[config.mk]
export PLATFORM = sky130hd
export DESIGN_NAME = lift_safety_contact_monitor
export DESIGN_NICKNAME = d
export VERILOG_FILES = /design/src/shared/lift_safety_pkg.sv /design/src/logic/lift_safety_contact_monitor.sv /design/src/logic/reset_press_detector.sv
export SDC_FILE = /design/constraint.sdc
export NUM_CORES = 2
export LEC_CHECK = 0
export ABC_AREA = 0
export BUFFER_PORTS_ARGS = -buffer_cell sky130_fd_sc_hd__buf_2
export CAP_MARGIN = 10
export CORE_UTILIZATION = 30
export DETAILED_ROUTE_END_ITERATION = 7
export PLACE_DENSITY = 0.45
export SLEW_MARGIN = 0
export SYNTH_ARGS = -nofsm -noshare
export SYNTH_HDL_FRONTEND = slang
export SYNTH_SLANG_ARGS = --single-unit
export TNS_END_PERCENT = 20
[constraint.sdc]
create_clock -name CLK -period 34.3 [get_ports CLK]
set_clock_uncertainty 0.1 [all_clocks]
set_input_delay 3.43 -clock CLK [delete_from_list [all_inputs] [get_ports CLK]]
set_output_delay 3.43 -clock CLK [all_outputs]
set_load 0.05 [all_outputs]
[src/shared/lift_safety_pkg.sv]
// Purpose: Shared constants and types for the lift safety contact monitor
// Assumes: Speed in mm/s, position in mm, 20 MHz system clock
// Notes:   Contact outputs are high when the contact is closed

package lift_safety_pkg;

   // ------------------------------
   // Widths
   // ------------------------------
   localparam int POS_W   = 24;
   localparam int SPEED_W = 16;
   localparam int ZONE_W  = 16;

   // ------------------------------
   // Clock and times
   // ------------------------------
   localparam longint CLK_HZ        = 20000000;
   localparam longint MS_PER_S      = 1000;
   localparam longint STANDSTILL_MS = 10000;
   localparam longint PRESS_MAX_MS  = 500;
   localparam longint GAP_MAX_MS    = 500;
   localparam int STANDSTILL_CYCLES = int'(STANDSTILL_MS * CLK_HZ / MS_PER_S);
   localparam int PRESS_MAX_CYCLES  = int'(PRESS_MAX_MS * CLK_HZ / MS_PER_S);
   localparam int GAP_MAX_CYCLES    = int'(GAP_MAX_MS * CLK_HZ / MS_PER_S);

   // ------------------------------
   // Speed thresholds in mm/s
   // ------------------------------
   localparam logic [SPEED_W-1:0] LEVEL_SPEED_MAX   = 16'h0320;
   localparam logic [SPEED_W-1:0] RELEVEL_SPEED_MAX = 16'h012c;
   localparam logic [SPEED_W-1:0] TEACH_SPEED_MAX   = 16'h0276;
   localparam logic [SPEED_W-1:0] STANDSTILL_SPEED  = 16'h0000;

   // ------------------------------
   // Reset button sequence
   // ------------------------------
   localparam int          PRESS_CNT_W    = 2;
   localparam logic [1:0]  PRESSES_NEEDED = 2'h3;
   localparam logic [1:0]  PRESSES_NONE   = 2'h0;
   localparam logic [1:0]  PRESS_STEP     = 2'h1;

   // ------------------------------
   // Final tripping speed derivation
   // ------------------------------
   localparam int TRIP_MARGIN_PCT = 15;
   localparam int PCT_BASE        = 100;

   // ------------------------------
   // Types
   // ------------------------------
   typedef enum logic [1:0] {
      MODE_NORMAL,
      MODE_TEACH,
      MODE_INSPECTION
   } mode_t;

   typedef struct packed {
      logic [POS_W-1:0]   position;
      logic [SPEED_W-1:0] speed;
   } car_state_t;

   typedef struct packed {
      logic [ZONE_W-1:0] level_size;
      logic [ZONE_W-1:0] relevel_size;
   } zone_cfg_t;

endpackage : lift_safety_pkg

[src/logic/lift_safety_contact_monitor.sv]
// Purpose: Drives the three safety actuator contacts of the lift safety circuit
// Assumes: Car state arrives each cycle; non-volatile store answers after reset
// Notes:   Contact outputs are high when the contact is closed

`timescale 1ns/1ps

// Contract
// - Final over-speed opens all three contacts
// - Latched trip kept in non-volatile storage
// - Second contact closed when bridging or doors closed
// - Levelling bridging: zone, below 0.8 m/s, enabled
// - Re-levelling bridging: zone, below 0.3 m/s, enabled
// - Door open without bridging opens second contact
// - Teach mode above 0.63 m/s opens first
// - Teach trip clears after 10 s standstill
// - Inspection without direction opens first and second
// - Reset is three short presses, short gaps
// - Valid reset clears stored error, closes contacts
// - Final over-speed released only by manual reset
// - Door zone is flush position plus/minus size
module lift_safety_contact_monitor #(
   parameter int NUM_FLOORS        = 16,
   parameter int STANDSTILL_CYCLES = lift_safety_pkg::STANDSTILL_CYCLES,
   parameter int PRESS_MAX_CYCLES  = lift_safety_pkg::PRESS_MAX_CYCLES,
   parameter int GAP_MAX_CYCLES    = lift_safety_pkg::GAP_MAX_CYCLES
) (
   input  wire logic                              CLK,
   input  wire logic                              RST,
   input  wire lift_safety_pkg::car_state_t        CAR,
   input  wire lift_safety_pkg::mode_t             MODE,
   input  wire logic [lift_safety_pkg::SPEED_W-1:0] NOMINAL_SPEED,
   input  wire lift_safety_pkg::zone_cfg_t         ZONE_CFG,
   input  wire logic                              FLUSH_WR,
   input  wire logic [$clog2(NUM_FLOORS)-1:0]     FLUSH_IDX,
   input  wire logic [lift_safety_pkg::POS_W-1:0] FLUSH_POS,
   input  wire logic [NUM_FLOORS-1:0]             LEVEL_BRIDGE_EN,
   input  wire logic [NUM_FLOORS-1:0]             RELEVEL_BRIDGE_EN,
   input  wire logic                              DOORS_CLOSED,
   input  wire logic                              DIRECTION_PRESSED,
   input  wire logic                              RESET_BUTTON,
   input  wire logic                              NV_READY,
   input  wire logic                              NV_TRIPPED,
   output logic                                   NV_STORE,
   output logic                                   NV_TRIPPED_OUT,
   output logic                                   FIRST_ACTUATOR_CONTACT,
   output logic                                   SECOND_ACTUATOR_CONTACT,
   output logic                                   SAFETY_GEAR_ACTUATOR_CONTACT,
   output logic                                   OVERSPEED_LATCHED,
   output logic                                   TEACH_TRIP,
   output logic                                   BRIDGING_ACTIVE
);
   import lift_safety_pkg::*;

   localparam int SS_W  = $clog2(STANDSTILL_CYCLES + 1);
   localparam int EXT_W = POS_W + 1;
   localparam int TRIP_W = SPEED_W + 8;

   // ------------------------------
   // Helpers
   // ------------------------------
   function automatic logic in_zone(
      input logic [POS_W-1:0]  pos,
      input logic [POS_W-1:0]  flush,
      input logic [ZONE_W-1:0] size
   );
      logic [EXT_W-1:0] p;
      logic [EXT_W-1:0] f;
      logic [EXT_W-1:0] s;
      p = {1'b0, pos};
      f = {1'b0, flush};
      s = EXT_W'(size);
      // Compare without subtracting so a zone near zero cannot wrap
      in_zone = (p + s >= f) && (p <= f + s);
   endfunction : in_zone

   typedef enum logic {
      ST_RESTORE,
      ST_RUN
   } run_state_t;

   // ------------------------------
   // State
   // ------------------------------
   run_state_t               state_reg;
   run_state_t               state_next;
   logic [POS_W-1:0]         flush_mem [NUM_FLOORS];
   logic                     overspeed_reg;
   logic                     overspeed_next;
   logic                     teach_trip_reg;
   logic                     teach_trip_next;
   logic [SS_W-1:0]          still_cnt_reg;
   logic [SS_W-1:0]          still_cnt_next;
   logic                     nv_store_reg;
   logic                     first_reg;
   logic                     second_reg;
   logic                     gear_reg;
   logic                     bridging_reg;
   logic [NUM_FLOORS-1:0]    level_hit;
   logic [NUM_FLOORS-1:0]    relevel_hit;
   logic                     manual_reset;

   // ------------------------------
   // Floor flush table
   // ------------------------------
   always_ff @(posedge CLK or posedge RST)
   begin
      if (RST)
      begin
         for (int i = 0; i < NUM_FLOORS; i++)
         begin
            flush_mem[i] <= '0;
         end
      end
      else if (FLUSH_WR)
      begin
         flush_mem[FLUSH_IDX] <= FLUSH_POS;
      end
   end

   // ------------------------------
   // Door zones per floor
   // ------------------------------
   generate
      for (genvar g = 0; g < NUM_FLOORS; g++)
      begin : g_floor
         assign level_hit[g]   = LEVEL_BRIDGE_EN[g] &&
                                 in_zone(CAR.position, flush_mem[g],
                                         ZONE_CFG.level_size);
         assign relevel_hit[g] = RELEVEL_BRIDGE_EN[g] &&
                                 in_zone(CAR.position, flush_mem[g],
                                         ZONE_CFG.relevel_size);
      end
   endgenerate

   wire logic level_ok   = (|level_hit) && (CAR.speed < LEVEL_SPEED_MAX);
   wire logic relevel_ok = (|relevel_hit) && (CAR.speed < RELEVEL_SPEED_MAX);
   wire logic bridging   = level_ok || relevel_ok;

   // ------------------------------
   // Speed decisions
   // ------------------------------
   wire logic [TRIP_W-1:0] nominal_ext = TRIP_W'(NOMINAL_SPEED);
   wire logic [TRIP_W-1:0] trip_speed  = nominal_ext +
                                         TRIP_W'(nominal_ext * TRIP_W'(TRIP_MARGIN_PCT)
                                                 / TRIP_W'(PCT_BASE));
   wire logic final_over  = TRIP_W'(CAR.speed) > trip_speed;
   wire logic teach_over  = (MODE == MODE_TEACH) && (CAR.speed > TEACH_SPEED_MAX);
   wire logic standstill  = CAR.speed == STANDSTILL_SPEED;
   wire logic still_done  = still_cnt_reg >= SS_W'(STANDSTILL_CYCLES);
   wire logic insp_hold   = (MODE == MODE_INSPECTION) && !DIRECTION_PRESSED;
   wire logic running     = state_reg == ST_RUN;

   // ------------------------------
   // Manual reset button
   // ------------------------------
   reset_press_detector #(
      .PRESS_MAX (PRESS_MAX_CYCLES),
      .GAP_MAX   (GAP_MAX_CYCLES)
   ) u_reset_press (
      .clk         (CLK),
      .rst         (RST),
      .button      (RESET_BUTTON),
      .reset_pulse (manual_reset)
   );

   // ------------------------------
   // Latched and timed trips
   // ------------------------------
   always_comb
   begin
      state_next      = state_reg;
      overspeed_next  = overspeed_reg;
      teach_trip_next = teach_trip_reg;
      still_cnt_next  = '0;
      case (state_reg)
         ST_RESTORE:
         begin
            if (NV_READY)
            begin
               overspeed_next = NV_TRIPPED;
               state_next     = ST_RUN;
            end
         end
         default:
         begin
            // A trip in the same cycle as the reset wins
            if (final_over)
            begin
               overspeed_next = 1'b1;
            end
            else if (manual_reset)
            begin
               overspeed_next = 1'b0;
            end
            if (teach_trip_reg && standstill && !still_done)
            begin
               still_cnt_next = still_cnt_reg + SS_W'(1);
            end
            if (teach_over)
            begin
               teach_trip_next = 1'b1;
            end
            else if (teach_trip_reg && still_done)
            begin
               teach_trip_next = 1'b0;
            end
         end
      endcase
   end

   // ------------------------------
   // Contact drive
   // ------------------------------
   wire logic first_next  = running && !overspeed_next && !teach_trip_next
                            && !insp_hold;
   wire logic second_next = running && !overspeed_next && !insp_hold
                            && (bridging || DOORS_CLOSED);
   wire logic gear_next   = running && !overspeed_next;
   wire logic nv_change   = running && (overspeed_next != overspeed_reg);

   always_ff @(posedge CLK or posedge RST)
   begin
      if (RST)
      begin
         state_reg      <= ST_RESTORE;
         overspeed_reg  <= 1'b1;
         teach_trip_reg <= 1'b0;
         still_cnt_reg  <= '0;
      end
      else
      begin
         state_reg      <= state_next;
         overspeed_reg  <= overspeed_next;
         teach_trip_reg <= teach_trip_next;
         still_cnt_reg  <= still_cnt_next;
      end
   end

   // Contacts stay open until the stored trip has been restored
   always_ff @(posedge CLK or posedge RST)
   begin
      if (RST)
      begin
         first_reg    <= 1'b0;
         second_reg   <= 1'b0;
         gear_reg     <= 1'b0;
         bridging_reg <= 1'b0;
         nv_store_reg <= 1'b0;
      end
      else
      begin
         first_reg    <= first_next;
         second_reg   <= second_next;
         gear_reg     <= gear_next;
         bridging_reg <= running && bridging;
         nv_store_reg <= nv_change;
      end
   end

   assign FIRST_ACTUATOR_CONTACT       = first_reg;
   assign SECOND_ACTUATOR_CONTACT      = second_reg;
   assign SAFETY_GEAR_ACTUATOR_CONTACT = gear_reg;
   assign OVERSPEED_LATCHED            = overspeed_reg;
   assign NV_TRIPPED_OUT               = overspeed_reg;
   assign NV_STORE                     = nv_store_reg;
   assign TEACH_TRIP                   = teach_trip_reg;
   assign BRIDGING_ACTIVE              = bridging_reg;

endmodule : lift_safety_contact_monitor

[src/logic/reset_press_detector.sv]
// Purpose: Recognises the triple short press of the manual reset button
// Assumes: Button input is synchronous and high while pressed
// Notes:   Emits a one-cycle pulse on a valid sequence

`timescale 1ns/1ps

module reset_press_detector #(
   parameter int PRESS_MAX = lift_safety_pkg::PRESS_MAX_CYCLES,
   parameter int GAP_MAX   = lift_safety_pkg::GAP_MAX_CYCLES
) (
   input  wire logic clk,
   input  wire logic rst,
   input  wire logic button,
   output logic      reset_pulse
);
   import lift_safety_pkg::*;

   localparam int CNT_W = $clog2(PRESS_MAX + GAP_MAX + 2);

   typedef enum logic [1:0] {
      ST_IDLE,
      ST_PRESSED,
      ST_GAP,
      ST_HELD_LONG
   } press_state_t;

   press_state_t             state_reg;
   press_state_t             state_next;
   logic [CNT_W-1:0]         timer_reg;
   logic [CNT_W-1:0]         timer_next;
   logic [PRESS_CNT_W-1:0]   presses_reg;
   logic [PRESS_CNT_W-1:0]   presses_next;
   logic                     pulse_reg;
   logic                     pulse_next;

   // The timer reads zero in the first cycle of a press or a gap
   wire logic press_too_long = timer_reg >= CNT_W'(PRESS_MAX - 1);
   wire logic gap_too_long   = timer_reg >= CNT_W'(GAP_MAX - 1);
   wire logic [PRESS_CNT_W-1:0] presses_inc = presses_reg + PRESS_STEP;

   // ------------------------------
   // Sequence tracking
   // ------------------------------
   always_comb
   begin
      state_next   = state_reg;
      timer_next   = timer_reg + CNT_W'(1);
      presses_next = presses_reg;
      pulse_next   = 1'b0;
      case (state_reg)
         ST_IDLE:
         begin
            timer_next = '0;
            if (button)
            begin
               state_next = ST_PRESSED;
            end
         end
         ST_PRESSED:
         begin
            if (press_too_long)
            begin
               state_next   = ST_HELD_LONG;
               presses_next = PRESSES_NONE;
            end
            else if (!button)
            begin
               timer_next = '0;
               if (presses_inc == PRESSES_NEEDED)
               begin
                  pulse_next   = 1'b1;
                  presses_next = PRESSES_NONE;
                  state_next   = ST_IDLE;
               end
               else
               begin
                  presses_next = presses_inc;
                  state_next   = ST_GAP;
               end
            end
         end
         ST_GAP:
         begin
            if (gap_too_long)
            begin
               timer_next   = '0;
               presses_next = PRESSES_NONE;
               state_next   = button ? ST_PRESSED : ST_IDLE;
            end
            else if (button)
            begin
               timer_next = '0;
               state_next = ST_PRESSED;
            end
         end
         default:
         begin
            timer_next = '0;
            if (!button)
            begin
               state_next = ST_IDLE;
            end
         end
      endcase
   end

   always_ff @(posedge clk or posedge rst)
   begin
      if (rst)
      begin
         state_reg   <= ST_IDLE;
         timer_reg   <= '0;
         presses_reg <= PRESSES_NONE;
         pulse_reg   <= 1'b0;
      end
      else
      begin
         state_reg   <= state_next;
         timer_reg   <= timer_next;
         presses_reg <= presses_next;
         pulse_reg   <= pulse_next;
      end
   end

   assign reset_pulse = pulse_reg;

endmodule : reset_press_detector

Yosys cells after proc, flatten, opt, wreduce, memory -nomap -nowiden --
Index checks and enable logic that the tools add are counted.
Word-level totals: register bits after elaboration 450, bits in latches 0, RAM bits 0, bits in read-only memories 0, input port bits 158, output and inout port bits 8, logic and storage cells 280, memories 0
Operators by class: add/sub/neg operators 38, multipliers 1, divide/modulo/power cells 1, $lt $le $gt $ge 72, equal/unequal tests 9, shift-type cells 0, muxes and demuxes 36, bitwise gates (word level) 1, reduce and logical (&&, ||, !) cells 93
Operator list (count):
- adder 24 x 16 -> 25 bit | 34
- >= comparator 25 x 24 -> 1 bit | 32
- less-or-equal comparator 24 x 25 -> 1 bit | 32
- bitwise mux 384 bit | 1
- 2-to-1 mux 25 bit | 4
- demux 24 bit (select 4 bit) | 1
- logical AND 1 bit | 79
- 2-to-1 mux 28 bit | 2
- case mux 25 bit (2 select lines) | 1
- OR reduction 16 bit | 2
- adder 28 x 1 -> 28 bit, second input constant | 1
- >= comparator 28 bit, second input constant | 1
- adder 25 x 1 -> 25 bit, second input constant | 1
- >= comparator 25 x 24 -> 1 bit, second input constant | 1
- adder 16 x 24 -> 24 bit | 1
- divider 24 x 7 -> 24 bit, second input constant | 1
- greater-than comparator 16 x 24 -> 1 bit | 1
- 2-to-1 mux 24 bit | 1
- multiplier 16 x 4 -> 20 bit, second input constant | 1
- 2-to-1 mux 2 bit | 10
- greater-than comparator 16 x 10 -> 1 bit, second input constant | 1
- logical NOT 16 bit | 1
- less-than comparator 16 x 10 -> 1 bit, second input constant | 1
- less-than comparator 16 x 9 -> 1 bit, second input constant | 1
- 19 further kinds | 40

Logic depth before layout (Yosys ltp) --
depth after elaboration 10, gate-level depth with buffers 70, gate-level depth less buffers 64

Cells and area by module --
A second synthesis with hierarchy kept.
Second synthesis, totals: cells, all modules 9666, area total of the unflattened synthesis 81710.9 um^2
By module, submodules not included:
- lift_safety_contact_monitor | times used 1, cells each 9481, area an instance 79861.6 um^2
- reset_press_detector | times used 1, cells each 185, area an instance 1849.3 um^2

Worst setup path before layout --
No wires, ideal clock.
path kind input to register, from input NOMINAL_SPEED[5] (netlist name), to register second_reg (netlist: SECOND_ACTUATOR_CONTACT), library setup time 0.078 ns, arrival 16.792 ns, slack 17.331 ns, cell stages on the path 65, path through inv_1 -> fa_1 -> fa_1 -> inv_1 -> ha_1 -> buf_6 -> a21o_1 -> a31o_1 -> o2111a_2 -> o31a_1 -> o311a_1 -> buf_6 -> a221oi_2 -> o32ai_1 -> o32a_1 -> buf_4 -> or2_4 -> a31oi_4 -> [... 29 more ...] -> a21oi_1 -> o21ai_0 -> a21oi_1 -> o21ai_0 -> a21oi_1 -> o21bai_1 -> a21oi_1 -> nor2b_1 -> o21ai_0 -> xor2_1 -> ha_1 -> nand4_1 -> or2_2 -> o41ai_1 -> a21oi_1 -> a211oi_1 -> o21ai_0 -> a21oi_1
Between the ends: longest elaborated chain between the ends 10
Ends and longest elaborated chain:
- start: declaration | RTL line lift_safety_contact_monitor.sv:31 | input wire logic [lift_safety_pkg::SPEED_W-1:0] NOMINAL_SPEED,
- multiplier 16 x 4 -> 20 bit | RTL line lift_safety_contact_monitor.sv:144 | TRIP_W'(nominal_ext * TRIP_W'(TRIP_MARGIN_PCT)
- divider 24 x 7 -> 24 bit | RTL line lift_safety_contact_monitor.sv:145 | / TRIP_W'(PCT_BASE));
- adder 16 x 24 -> 24 bit * | RTL line lift_safety_contact_monitor.sv:143 | wire logic [TRIP_W-1:0] trip_speed = nominal_ext +
- greater-than comparator 16 x 24 -> 1 bit * | RTL line lift_safety_contact_monitor.sv:146 | wire logic final_over = TRIP_W'(CAR.speed) > trip_speed;
- 2-to-1 mux 1 bit * | RTL line lift_safety_contact_monitor.sv:187 | if (final_over)
- 2-to-1 mux 1 bit * | RTL line lift_safety_contact_monitor.sv:175 | case (state_reg)
- logical NOT 1 bit *
- logical AND 1 bit *
- named net gear_next | RTL line lift_safety_contact_monitor.sv:218 | wire logic gear_next = running && !overspeed_next;
- logical AND 1 bit * | RTL line lift_safety_contact_monitor.sv:216 | wire logic second_next = running && !overspeed_next && !insp_hold
- logical AND 1 bit * | RTL line lift_safety_contact_monitor.sv:217 | && (bridging || DOORS_CLOSED);
- named net second_next | RTL line lift_safety_contact_monitor.sv:216
- end signal: assignment | RTL line lift_safety_contact_monitor.sv:253 | second_reg <= second_next;
- end: declaration | RTL line lift_safety_contact_monitor.sv:95 | logic second_reg;
The timed path passes the listed nets; every way through them passes the cells marked *. A chain may end at the register's enable or synchronous reset.

Worst setup path in the final report --
Same ends and word-level chain as after synthesis.

==> impl_metrics.tcl <==
set metrics [dict create \
    status "finished clean" \
    clock_path_buffers 3 \
    cp_top_family "compound AO/OA/AOI/OAI gates" \
    clock-sinks 450 \
    pin_count 166 \
    holdPathEnd "u_reset_press.timer_reg[0]" \
    layout_min_cycle_time_ns 20.53 \
    ant_nets 0 \
    final-max-slew-violation-count 0 \
    busiest_layer "met2" \
    worstReg2RegStart "flush_mem[72]" \
    start_util_pct 30.2 \
    worst-path-max-fanout 12 \
    wire_per_inst_um 29.3 \
    cap_violations 0 \
    synth_edf_count 0 \
    drt_first_pass_iters 6 \
    synth_seq_area_share_pct 13.8 \
    synth-simple-area-share_pct 12.9 \
    die_w_um 524 \
    wl_mm 399 \
    drtIter0Drc 7095 \
    synth.distinct_cells 121 \
    drc 0 \
    yosys_register_bits 450 \
    worstPathRequired_ns 34.83 \
    met2_usage_pct 44.3 \
    cts_tree "done" \
    pre_cts_slack_ns 13.30 \
    synthesis.nets 12000 \
    hold_slack_ns 0.381 \
    hold_viol 0 \
    final.period_utilization_pct 59.9 \
    synth_xor_area_share_pct 9.10 \
    critical_path_depth 63 \
    synth_top_family_by_area "adder cells" \
    clk_latency_ns 0.74 \
    grt_pass1_vias 74500 \
    grtUsageMet1_pct 39.1 \
    dieArea_um2 274000 \
    antenna_found_initial 58 \
    fin_util_pct 33.6 \
    syn_area_um2 81700 \
    holdBufCountCts 0 \
    netlist_instances 9649 \
    start_kind "primary input" \
    largest_register_ffs 384 \
    crit_arrival_ns 21.06 \
    dp_hpwl_mm 307 \
    gp_congestion 1.00 \
    coreArea_um2 271000 \
    cts_resized 0 \
    groute.usage.overall_pct 28.6 \
    die_height_um 524 \
    clockRootBuffer "clkbuf_16" \
    grt.met3_usage_pct 3.91 \
    worst_path_largest_cell_delay_ns 0.95 \
    r2r_end "SECOND_ACTUATOR_CONTACT" \
    fmax_mhz 48.7 \
    timing.final.ws_setup_ns 13.77 \
    worstHoldPathCells 1 \
    muxShareOfSynthArea_pct 2.34 \
    min_path_type "reg2reg" \
    setup_tns_ns 0 \
    synth_flop_cell "dfrtp_1" \
    cts-htree-levels 3 \
    drive_gt1_share_pct 7.91 \
    rr_worst_depth 33 \
    async_flop_share_pct 100 \
    syn_avg_cell_area_um2 8.46 \
    synthAdderAreaFrac_pct 34.4 \
    setup.worst_path.class "in2reg" \
    end_kind "flip-flop" \
    grt_pass1_wl_mm 555 \
    row_count 191 \
    syn_to_final_growth_pct 11.5 \
    grt_overflow_total 0 \
    grt_max_degree 132 \
    via_per_inst 5.65 \
    r2r_slack_ns 25.26 \
    cts_setup_buffers 0 \
    cp_slowest_cell "o311ai_2" \
    ys.warnings.count 0 \
    port_buffers 165 \
    synth_compound_area_share_pct 22.5 \
    path_clk_slew_ns 0.05 \
    setup_viol 0 \
    cts_buffers 71 \
    slew_headroom_pct 2.95 \
    worst_pin_slew_ns 1.44 \
    num_vias 76900 \
    rsz0062_at_grt "false" \
    min_from "u_reset_press.timer_reg[0]" \
    cp_num_buf_inv 5 \
    nNetsFinal 12300 \
]
kinds of logic after synthesis:
family | after synthesis
compound gates | 2910
xor+xnor | 844
fa+ha+maj | 2207
buf+inv | 1062
flops | 450
mux | 170
simple gates | 2006
stage by stage:
| stage | std cells | instance area [um^2] |
|---|---|---|
| detailed placement | 13500 | 88600 |
| global route | 13600 | 91000 |
| floorplan | 9649 | 81700 |
| finish | 13600 | 91100 |
| global placement | 13500 | 88600 |
| CTS | 13600 | 91000 |
metal layers:
layer	part of all wire, %	up-vias	wire (um)
met5	0.025	-	100
met4	5.1	16	20300
met3	6.9	630	27500
met2	43	2707	171000
met1	45	37600	179000
li1	-	35900	-
layout by cell type (no fill, tap or decap), types with 10 or more instances in the layout:
master,netlist,routed
xnor2_2,2,38
dfrtp_1,449,449
mux2_2,158,158
clkbuf_16,0,75
o31ai_1,30,26
ha_1,2141,2141
a221oi_1,64,64
o21a_1,107,107
or4_1,16,16
a21oi_1,958,958
and4_1,57,57
nand4_1,392,392
diode_2,0,16
and4b_1,10,10
o2111ai_1,11,11
buf_2,12,140
clkbuf_8,0,12
a211oi_1,19,19
inv_1,906,904
nor4_1,43,43
nand2_1,428,428
xor2_1,69,61
clkbuf_1,125,15
mux2i_1,10,10
and3_1,17,17
nand3_1,89,89
buf_4,2,246
a31oi_1,18,18
nor2_1,396,387
xnor2_1,771,735
o22ai_1,14,14
nor2b_1,213,212
nor3_1,71,71
a21o_1,506,506
fa_1,64,64
o21bai_1,429,429
nand2b_1,207,205
or3_1,21,21
o21ai_0,608,608
worst register-to-register path: cells and delay by family, from the launching register on:
family          cells  cell delay (ns)
compound gates     23             5.47
xor+xnor            1             0.15
simple gates        5             1.59
buf+inv             1             0.22
fa+ha+maj           3             0.95
flops               1             0.45
cell usage after synthesis (7+ instances only):
master     instances  area [um^2]
a211oi_1          19          143
a21o_1           506         3800
a21oi_1          958         4790
a221oi_1          64          561
a311oi_1           7         61.3
a31oi_1           18          113
and2_1             8         50.1
and3_1            17          106
and4_1            57          499
and4b_1           10          100
buf_2             12         60.1
clkbuf_1         125          469
dfrtp_1          449        11200
fa_1              64         1280
ha_1            2141        26800
inv_1            906         3400
mux2_2           158         1780
mux2i_1           10          100
nand2_1          428         1610
nand2b_1         207         1290
nand3_1           89          445
nand4_1          392         2450
nor2_1           396         1490
nor2b_1          213         1330
nor3_1            71          355
nor4_1            43          269
o2111ai_1         11         96.3
o211a_1            8         80.1
o211ai_1           9         67.6
o21a_1           107          803
o21ai_0          608         3040
o21ai_1            9         45.0
o21bai_1         429         3220
o22ai_1           14         87.6
o31ai_1           30          225
or2_2              8         50.1
or3_1             21          131
or4_1             16          120
xnor2_1          771         6750
xor2_1            69          604
final cells by class:
type	count	area, um^2
antenna	16	40.0
clock buffer	102	2100
clock inverter	26	334
fill	28100	180000
inverter	912	3430
multi-input combinational	8137	66900
sequential	450	11300
tap	3570	4470
timing repair buffer	388	2570
worst max-delay path by stage:
stage                           startpoint                      end  slack [ns]
final                     NOMINAL_SPEED[5]  SECOND_ACTUATOR_CONTACT       13.77
after global routing      NOMINAL_SPEED[5]  SECOND_ACTUATOR_CONTACT       12.35
after CTS                 NOMINAL_SPEED[5]  SECOND_ACTUATOR_CONTACT       14.01
after detailed placement  NOMINAL_SPEED[5]  SECOND_ACTUATOR_CONTACT       13.30
after global placement    NOMINAL_SPEED[5]  SECOND_ACTUATOR_CONTACT       13.40
after floorplan           NOMINAL_SPEED[5]  SECOND_ACTUATOR_CONTACT       17.33
Power is not shown: default switching activity piles up to over one toggle a cycle in this logic, so the estimate is an artifact.
